$ cat config.mk
export PLATFORM = sky130hd
export DESIGN_NAME = acp_config_top
export DESIGN_NICKNAME = d
export VERILOG_FILES = /design/src/design/acp_pkg.sv /design/src/design/acp_wr_if.sv /design/src/design/acp_cfg_reg.sv /design/src/design/acp_config_top.sv /design/src/design/acp_pll_decode.sv
export SDC_FILE = /design/constraint.sdc
export NUM_CORES = 1
export LEC_CHECK = 0
export BUFFER_PORTS_ARGS = -buffer_cell sky130_fd_sc_hd__buf_2
export CORE_UTILIZATION = 54
export DETAILED_ROUTE_END_ITERATION = 16
export GPL_TIMING_DRIVEN = 0
export PLACE_DENSITY = 0.79
export SKIP_CTS_REPAIR_TIMING = 1
export SLEW_MARGIN = 30
export SYNTH_ARGS = -nofsm -noshare
export SYNTH_HDL_FRONTEND = slang
export SYNTH_HIERARCHICAL = 1
export SYNTH_SLANG_ARGS = --single-unit
$ cat constraint.sdc
create_clock -name SYS_CLK -period 7.6 [get_ports SYS_CLK]
set_clock_uncertainty 0.2 [all_clocks]
set_input_delay 0.76 -clock SYS_CLK [delete_from_list [all_inputs] [get_ports SYS_CLK]]
set_output_delay 0.76 -clock SYS_CLK [all_outputs]
set_load 0.05 [all_outputs]
$ cat src/design/acp_pkg.sv
// Package: constants for the auxiliary synthesizer configuration block
package acp_pkg;

  // ==========================================================
  // Register slots and indices (byte address = 4 * index)
  // ==========================================================
  localparam int ACP_NREG = 10;
  localparam int S_PM = 0;   // Panel reference divider
  localparam int S_PN = 1;   // Panel feedback divider
  localparam int S_PS0 = 2;  // Panel spread count low
  localparam int S_PS1 = 3;  // Panel spread count high
  localparam int S_PG = 4;   // Panel gain and scaler
  localparam int S_PO = 5;   // Panel output control
  localparam int S_MM = 6;   // Memory reference divider
  localparam int S_MN = 7;   // Memory feedback divider
  localparam int S_MS0 = 8;  // Memory spread count low
  localparam int S_MS1 = 9;  // Memory spread count high
  localparam logic [ACP_NREG-1:0][7:0] ACP_IDX = {
    8'h29, 8'h28, 8'h27, 8'h26, 8'h25,
    8'h24, 8'h23, 8'h22, 8'h21, 8'h20};
  // Writable bits per slot; reserved bits never store
  localparam logic [ACP_NREG-1:0][7:0] ACP_MASK = {
    8'h0F, 8'hFF, 8'hFF, 8'hFF, 8'h07,
    8'hDF, 8'h0F, 8'hFF, 8'hFF, 8'hFF};
  localparam logic [7:0] ACP_IDX_STATUS = 8'h2F;
  localparam logic [7:0] ACP_RST_VAL = 8'h00;

  // ==========================================================
  // Field positions
  // ==========================================================
  localparam int F_SSG_HI = 7;
  localparam int F_SSG_LO = 6;
  localparam int F_DET_HI = 4;
  localparam int F_DET_LO = 2;
  localparam int F_OSD_HI = 1;
  localparam int F_OSD_LO = 0;
  localparam int F_REF_SEL = 2;
  localparam int F_SS_EN = 1;
  localparam int F_OE = 0;
  localparam int F_CNT_HI_W = 4;

  // ==========================================================
  // Synthesizer equation offsets: f = ref * (N + 8) / (M + 2)
  // ==========================================================
  localparam logic [8:0] ACP_N_ADD = 9'h008;
  localparam logic [8:0] ACP_M_ADD = 9'h002;

endpackage : acp_pkg

$ cat src/design/acp_wr_if.sv
// Interface: internal register write strobe bundle
`timescale 1ns/10ps
`default_nettype none
interface acp_wr_if;
  logic wen;
  logic [7:0] idx;
  logic [7:0] wdata;
  modport master (output wen, output idx, output wdata);
  modport slave (input wen, input idx, input wdata);
endinterface : acp_wr_if
`default_nettype wire

$ cat src/design/acp_cfg_reg.sv
// Module: one masked 8-bit configuration register
`timescale 1ns/10ps
`default_nettype none
module acp_cfg_reg
  import acp_pkg::*;
#(
  parameter logic [7:0] IDX = 8'h00,
  parameter logic [7:0] MASK = 8'hFF
) (
  input wire logic clk,       // System clock
  input wire logic rst,       // Sync reset, high
  acp_wr_if.slave wr,         // Write strobe bundle
  output logic [7:0] q        // Stored value
);

  // ==========================================================
  // Storage
  // ==========================================================
  // Masking at write time keeps reserved bits zero on readback
  always_ff @(posedge clk) begin
    if (rst) begin
      q <= ACP_RST_VAL;
    end else if (wr.wen && (wr.idx == IDX)) begin
      q <= wr.wdata & MASK;
    end
  end

endmodule // acp_cfg_reg
`default_nettype wire

$ cat src/design/acp_config_top.sv
// Module: APB register block for the panel and memory synthesizers
`timescale 1ns/10ps
`default_nettype none

// Functional notes
// - Panel count high holds bits 11:8
// - Panel count low holds bits 7:0
// - Spread gain code n gives 2**n
// - Detector gain code n gives 2**n
// - Output scaler code n divides by 2**n
// - Reference select: crystal or sample clock/16
// - Panel spread enable switches modulation
// - Panel output enable drives clock pin
// - Panel frequency uses N+8 over M+2
// - Memory reference divider is eight bits
// - Memory feedback divider is eight bits
// - Memory frequency uses N+8 over M+2
// - Memory count low holds bits 7:0
// - Memory count high holds bits 11:8
// - All fields clear to zero at reset
module acp_config_top
  import acp_pkg::*;
(
  input wire logic SYS_CLK,              // 200 MHz clock
  input wire logic RST,                  // Sync reset, high
  input wire logic PSEL,                 // APB select
  input wire logic PENABLE,              // APB access phase
  input wire logic PWRITE,               // APB direction
  input wire logic [7:0] PADDR,          // APB byte address
  input wire logic [31:0] PWDATA,        // APB write data
  input wire logic [3:0] PSTRB,          // APB byte strobes
  output logic PREADY,                   // APB ready
  output logic [31:0] PRDATA,            // APB read data
  output logic PSLVERR,                  // APB error
  output logic PANEL_CLK_OE,             // Panel clock pin enable
  output logic PANEL_SPREAD_EN,          // Panel modulation on
  output logic PANEL_REF_SEL,            // 1: sample clock / 16
  output logic [3:0] PANEL_SPREAD_GAIN,  // 1, 2, 4 or 8
  output logic [7:0] PANEL_DETECTOR_GAIN, // 1 to 128
  output logic [3:0] PANEL_SCALER_DIV,   // 1, 2, 4 or 8
  output wire logic [11:0] PANEL_SPREAD_COUNT, // Panel count
  output wire logic [8:0] PANEL_FB_TERM, // Panel N + 8
  output wire logic [8:0] PANEL_REF_TERM, // Panel M + 2
  output wire logic [11:0] MEM_SPREAD_COUNT, // Memory count
  output wire logic [8:0] MEM_FB_TERM,   // Memory N + 8
  output wire logic [8:0] MEM_REF_TERM   // Memory M + 2
);

  // ==========================================================
  // Declarations
  // ==========================================================
  acp_wr_if wr ();
  logic [7:0] q [ACP_NREG];
  logic [7:0] idx;
  logic setup;
  logic rd_hit;
  logic [7:0] rd_val;
  logic [7:0] status;
  logic pready_r;
  logic [31:0] prdata_r;
  logic pslverr_r;
  logic oe_r;
  logic ss_en_r;
  logic ref_sel_r;
  logic [3:0] ss_gain_r;
  logic [7:0] det_gain_r;
  logic [3:0] osd_div_r;

  assign idx = {2'b00, PADDR[7:2]};
  assign setup = PSEL && !PENABLE;

  // ==========================================================
  // Register storage
  // ==========================================================
  // One masked register per mapped slot
  for (genvar g = 0; g < ACP_NREG; g++) begin : g_reg
    acp_cfg_reg #(
      .IDX(ACP_IDX[g]),
      .MASK(ACP_MASK[g])
    ) u_reg (
      .clk(SYS_CLK),
      .rst(RST),
      .wr(wr.slave),
      .q(q[g])
    );
  end

  // ==========================================================
  // APB slave
  // ==========================================================
  // Writes land at the completing edge; errored ones are dropped
  assign wr.wen = PSEL && PENABLE && pready_r && PWRITE
                  && PSTRB[0] && !pslverr_r;
  assign wr.idx = idx;
  assign wr.wdata = PWDATA[7:0];

  // Status shows live panel state only
  assign status = {4'h0, oe_r && ss_en_r, ref_sel_r,
                   ss_en_r && (PANEL_SPREAD_COUNT != 12'h000),
                   oe_r};

  // Address decode for reads and the error answer
  always_comb begin
    rd_hit = 1'b0;
    rd_val = 8'h00;
    for (int i = 0; i < ACP_NREG; i++) begin
      if (idx == ACP_IDX[i]) begin
        rd_hit = 1'b1;
        rd_val = q[i];
      end
    end
    if (idx == ACP_IDX_STATUS) begin
      rd_hit = 1'b1;
      rd_val = status;
    end
  end

  // Ready one cycle after setup: fixed single wait-free access
  always_ff @(posedge SYS_CLK) begin
    if (RST) begin
      pready_r <= 1'b0;
    end else begin
      pready_r <= setup;
    end
  end

  // Answer captured at setup; no write can slip in before it
  always_ff @(posedge SYS_CLK) begin
    if (RST) begin
      prdata_r <= 32'h0000_0000;
      pslverr_r <= 1'b0;
    end else if (setup) begin
      prdata_r <= PWRITE ? 32'h0000_0000 : {24'h00_0000, rd_val};
      pslverr_r <= !rd_hit || (PADDR[1:0] != 2'b00);
    end else if (pready_r) begin
      prdata_r <= 32'h0000_0000;
      pslverr_r <= 1'b0;
    end
  end

  assign PREADY = pready_r;
  assign PRDATA = prdata_r;
  assign PSLVERR = pslverr_r;

  // ==========================================================
  // Panel controls and gain decode
  // ==========================================================
  // Reserved bits are masked, so a careless write cannot leak
  always_ff @(posedge SYS_CLK) begin
    if (RST) begin
      oe_r <= 1'b0;
      ss_en_r <= 1'b0;
      ref_sel_r <= 1'b0;
    end else begin
      oe_r <= q[S_PO][F_OE];
      ss_en_r <= q[S_PO][F_SS_EN];
      ref_sel_r <= q[S_PO][F_REF_SEL];
    end
  end

  // Power-of-two decodes; reset gives unit gain and divide by one
  always_ff @(posedge SYS_CLK) begin
    if (RST) begin
      ss_gain_r <= 4'h1;
      det_gain_r <= 8'h01;
      osd_div_r <= 4'h1;
    end else begin
      ss_gain_r <= 4'h1 << q[S_PG][F_SSG_HI:F_SSG_LO];
      det_gain_r <= 8'h01 << q[S_PG][F_DET_HI:F_DET_LO];
      osd_div_r <= 4'h1 << q[S_PG][F_OSD_HI:F_OSD_LO];
    end
  end

  assign PANEL_CLK_OE = oe_r;
  assign PANEL_SPREAD_EN = ss_en_r;
  assign PANEL_REF_SEL = ref_sel_r;
  assign PANEL_SPREAD_GAIN = ss_gain_r;
  assign PANEL_DETECTOR_GAIN = det_gain_r;
  assign PANEL_SCALER_DIV = osd_div_r;

  // ==========================================================
  // Synthesizer terms
  // ==========================================================
  acp_pll_decode u_pnl (
    .clk(SYS_CLK),
    .rst(RST),
    .ref_div(q[S_PM]),
    .fb_div(q[S_PN]),
    .cnt_lo(q[S_PS0]),
    .cnt_hi(q[S_PS1]),
    .fb_term(PANEL_FB_TERM),
    .ref_term(PANEL_REF_TERM),
    .spread_cnt(PANEL_SPREAD_COUNT)
  );

  acp_pll_decode u_mem (
    .clk(SYS_CLK),
    .rst(RST),
    .ref_div(q[S_MM]),
    .fb_div(q[S_MN]),
    .cnt_lo(q[S_MS0]),
    .cnt_hi(q[S_MS1]),
    .fb_term(MEM_FB_TERM),
    .ref_term(MEM_REF_TERM),
    .spread_cnt(MEM_SPREAD_COUNT)
  );

  // Helper views of stored fields
  logic [7:0] pg_w;
  logic [7:0] po_w;
  logic [7:0] ps1_w;
  logic [11:0] pcnt_w;
  logic [11:0] mcnt_w;
  assign pg_w = q[S_PG];
  assign po_w = q[S_PO];
  assign ps1_w = q[S_PS1];
  assign pcnt_w = {q[S_PS1][3:0], q[S_PS0]};
  assign mcnt_w = {q[S_MS1][3:0], q[S_MS0]};
endmodule // acp_config_top
`default_nettype wire

$ cat src/design/acp_pll_decode.sv
// Module: synthesizer divider terms and spread count assembly
`timescale 1ns/10ps
`default_nettype none
module acp_pll_decode
  import acp_pkg::*;
(
  input wire logic clk,            // System clock
  input wire logic rst,            // Sync reset, high
  input wire logic [7:0] ref_div,  // M field
  input wire logic [7:0] fb_div,   // N field
  input wire logic [7:0] cnt_lo,   // Spread count bits 7:0
  input wire logic [7:0] cnt_hi,   // Spread count bits 11:8 in low nibble
  output logic [8:0] fb_term,      // N + 8
  output logic [8:0] ref_term,     // M + 2
  output logic [11:0] spread_cnt   // Twelve-bit spread count
);

  // ==========================================================
  // Registered terms
  // ==========================================================
  // Nine bits hold 255 + 8 without wrap
  // Reset shows the terms of zero fields, so no bogus zero divider leaks out
  always_ff @(posedge clk) begin
    if (rst) begin
      fb_term <= ACP_N_ADD;
      ref_term <= ACP_M_ADD;
    end else begin
      fb_term <= {1'b0, fb_div} + ACP_N_ADD;
      ref_term <= {1'b0, ref_div} + ACP_M_ADD;
    end
  end

  // Upper nibble joins the low byte
  always_ff @(posedge clk) begin
    if (rst) begin
      spread_cnt <= 12'h000;
    end else begin
      spread_cnt <= {cnt_hi[F_CNT_HI_W-1:0], cnt_lo};
    end
  end

endmodule // acp_pll_decode
`default_nettype wire

==> results.yml <==
placed_design:
  io_buffers: 110
  place_hpwl_mm: 12.21
  gp_congestion: 0.9130
  post-place-ws_ns: 4.558
power_and_ir_drop:
  p_leak_nw: 3.666
  p_per_area_mw_per_mm2: 199.6
  peakVddDrop_uv: 146.2
  finalPower_mw: 1.780
hold_path:
  hp-class: "reg -> reg"
  hp-start: "g_reg[8].u_reg/q[1]"
  min_path_cells: 1
  worstHoldEndpoint: "u_mem/spread_cnt[1]"
timing:
  worst_pin_slew_ns: 0.7944
  hold_violations: 0
  grt_setup_unrepaired: "no"
  finalSetupViolCount: 0
  fmax_mhz: 375.4
  holdWs_ns: 0.2876
  tns_ns: 0
  finalCriticalPeriod_ns: 2.664
  post-route-period-util_pct: 35.05
  drv_slew: 0
  maxSlewHeadroom_pct: 46.64
  setup_slack_ns: 4.936
synthesis:
  yosys.area_share.simple_pct: 29.49
  ys_ff_latch: 155
  synthTopCellsByArea: "dfxtp_1, nand2b_1, mux2i_1"
  synth_top_family_by_area: "simple AND/OR/NAND/NOR gates"
  synth-compound-area-share_pct: 7.156
  muxShareOfSynthArea_pct: 11.54
  yosysTopAreaCell: "dfxtp_1"
  synth_top_area_share_pct: 42.16
  synth_ff_type: "dfxtp_1"
  synth_area_per_cell_um2: 10.01
  synthCells: 735
  synth_cell_types: 66
  yosysSeqAreaShare_pct: 42.16
  async_reset_ff_share_pct: 0
  synth-edff-count: 0
  synth_xor_xnor_area_share_pct: 1.428
  synth_warnings: 6
  synthAdderAreaFrac_pct: 0.6799
  syn_area_mm2: 0.007361
critical_path:
  critPathKind: "in -> reg"
  r2r-start: "PREADY"
  slowest_stage: "nor4_4"
  timing.rr.end: "g_reg[1].u_reg/q[2]"
  critPathRequiredTime_ns: 7.75
  crit_path_cell_trace: "buf_2 -> nand4_1 -> nor3b_2 -> nand4bb_1 -> nor4_4 -> mux2i_1"
  reg2reg_setup_slack_ns: 4.96
  arrival_ns: 2.81
  path_max_fanout: 10
  worstSetupStartpointType: "input port"
  crit_path_end_kind: "register"
  rr_worst_depth: 5
  slowest_delay_ns: 0.71
clock_tree:
  clk_pin_slew_ns: 0.06
  htree_levels: 4
  cts_tree: "done"
  clock_sinks: 155
  clkLatencyLatePin_ns: 0.42
  cts_buffers: 17
  cts.path.max_buffers: 2
  cts_root_buf: "clkbuf_16"
final_layout:
  area_growth_pct: 21.16
  drive_gt1_share_pct: 25.16
  n_antenna_cell: 0
  final_common_cell: "dfxtp_1"
  fillCellCount: 1107
  fin_nets: 970
  postLayoutCoreUtil_pct: 67.35
  final_cell_mix: "dfxtp_1, nand2b_1, buf_2"
floorplanning:
  die_x_um: 118.8
  die_h_um: 118.8
  rows: 42
  die_area_mm2: 0.01410
  placeableCoreArea_mm2: 0.01324
  io_pins: 162
  initial_utilization_pct: 55.58
global_routing:
  use_met3_pct: 5.309
  grt_pass1_wl_mm: 27.88
  use_met2_pct: 41.30
  grt-busiest-layer: "met2"
  grt_max_degree: 81
  grtUsageMet1_pct: 33.04
  grt_pass1_vias: 5416
  track_usage_pct: 25.44
  antenna_found_initial: 0
  grt_overflow: 0
drt:
  post_drt_wl_per_cell_um: 15.65
  ant_nets: 0
  vias: 5724
  routed_wirelength_mm: 17.31
  vias_per_cell: 5.175
  drtIter0Drc: 480
  drt_pass1_iterations: 7
  drc: 0
run_status:
  status: "finished clean"
run:
  drv_cap: 0
sequential cells by signal, indices dropped and copies added (netlist names):
name / cells
PANEL_CLK_OE: 1
PANEL_DETECTOR_GAIN: 8
PANEL_REF_SEL: 1
PANEL_SCALER_DIV: 4
PANEL_SPREAD_EN: 1
PANEL_SPREAD_GAIN: 4
PRDATA: 8
PREADY: 1
PSLVERR: 1
g.u_reg/q: 66
u_mem/fb_term: 9
u_mem/ref_term: 9
u_mem/spread_cnt: 12
u_pnl/fb_term: 9
u_pnl/ref_term: 9
u_pnl/spread_cnt: 12
how the worst max path moves through the flow:
stage / start / endpoint / slack [ns] / cells past startpoint
floorplan: PSTRB[0] / g_reg[1].u_reg/q[0] / 4.77 / 5
global placement: PWRITE / g_reg[1].u_reg/q[4] / 4.16 / 6
detailed placement: PWRITE / g_reg[1].u_reg/q[6] / 4.56 / 6
CTS: PWRITE / g_reg[1].u_reg/q[3] / 4.98 / 6
global route: PREADY / g_reg[1].u_reg/q[2] / 4.77 / 5
finish: PWRITE / g_reg[1].u_reg/q[2] / 4.94 / 6
synthesized netlist by cell type (5+ instances only):
cell type,number
nor4_1,7
and4b_1,7
nand2b_1,145
dfxtp_1,155
a221o_1,7
o21ai_0,10
nor2b_1,42
xor2_1,8
mux2i_1,68
clkbuf_1,11
inv_1,5
buf_2,9
a21oi_1,13
nand3_1,14
nor3b_1,9
nand2_1,19
nor2_1,30
nor4bb_1,5
buf_6,11
buf_4,41
nor3_1,14
conb_1,5
mux4_2,6
nand4_1,5
o22ai_1,6
report_power, final:
| part | internal (mW) | switching (mW) |
|---|---|---|
| clock network | 0.499 | 0.323 |
| registers | 0.813 | 0.000732 |
| logic | 0.0521 | 0.0924 |
per-stage QoR:
step,cell area (um2),std cells
after floorplan,7560,788
after global placement,8330,1074
after detailed placement,8338,1074
after CTS,8919,1106
after global routing,8919,1106
final,8919,1106
worst max-delay path, delay by kind of cell:
kind / cells / cell delay, ns
buf+inv: 1 / 0.10
simple gates: 4 / 1.67
mux: 1 / 0.27
cells by family (layout without fill, tap and decap cells):
| family | count (synthesis) | after routing |
|---|---|---|
| muxes | 77 | 77 |
| adders and majority gates | 4 | 4 |
| AOI/OAI and AO/OA | 71 | 71 |
| xor gates and xnor gates | 12 | 12 |
| and+or+nand+nor | 334 | 334 |
| DFF | 155 | 155 |
| buffers and inverters | 77 | 219 |
| other | 5 | 58 |
final cells by class:
cell class | instances | area (um2) | area share, %
Clock buffer | 21 | 460.4 | 5.163
Multi-Input combinational cell | 556 | 3925 | 44.01
Tap cell | 176 | 220.2 | 2.469
Buffer | 72 | 518.0 | 5.808
Clock inverter | 11 | 120.1 | 1.347
Sequential cell | 155 | 3103 | 34.79
Timing Repair Buffer | 110 | 553.0 | 6.201
Inverter | 5 | 18.77 | 0.2104
layer usage:
layer	wire (um)	up-vias
li1	-	2814
met1	7795	2678
met2	8141	202
met3	941	30
met4	428	0
met5	0	-
Note: power is estimated with default switching activity, not from simulation.
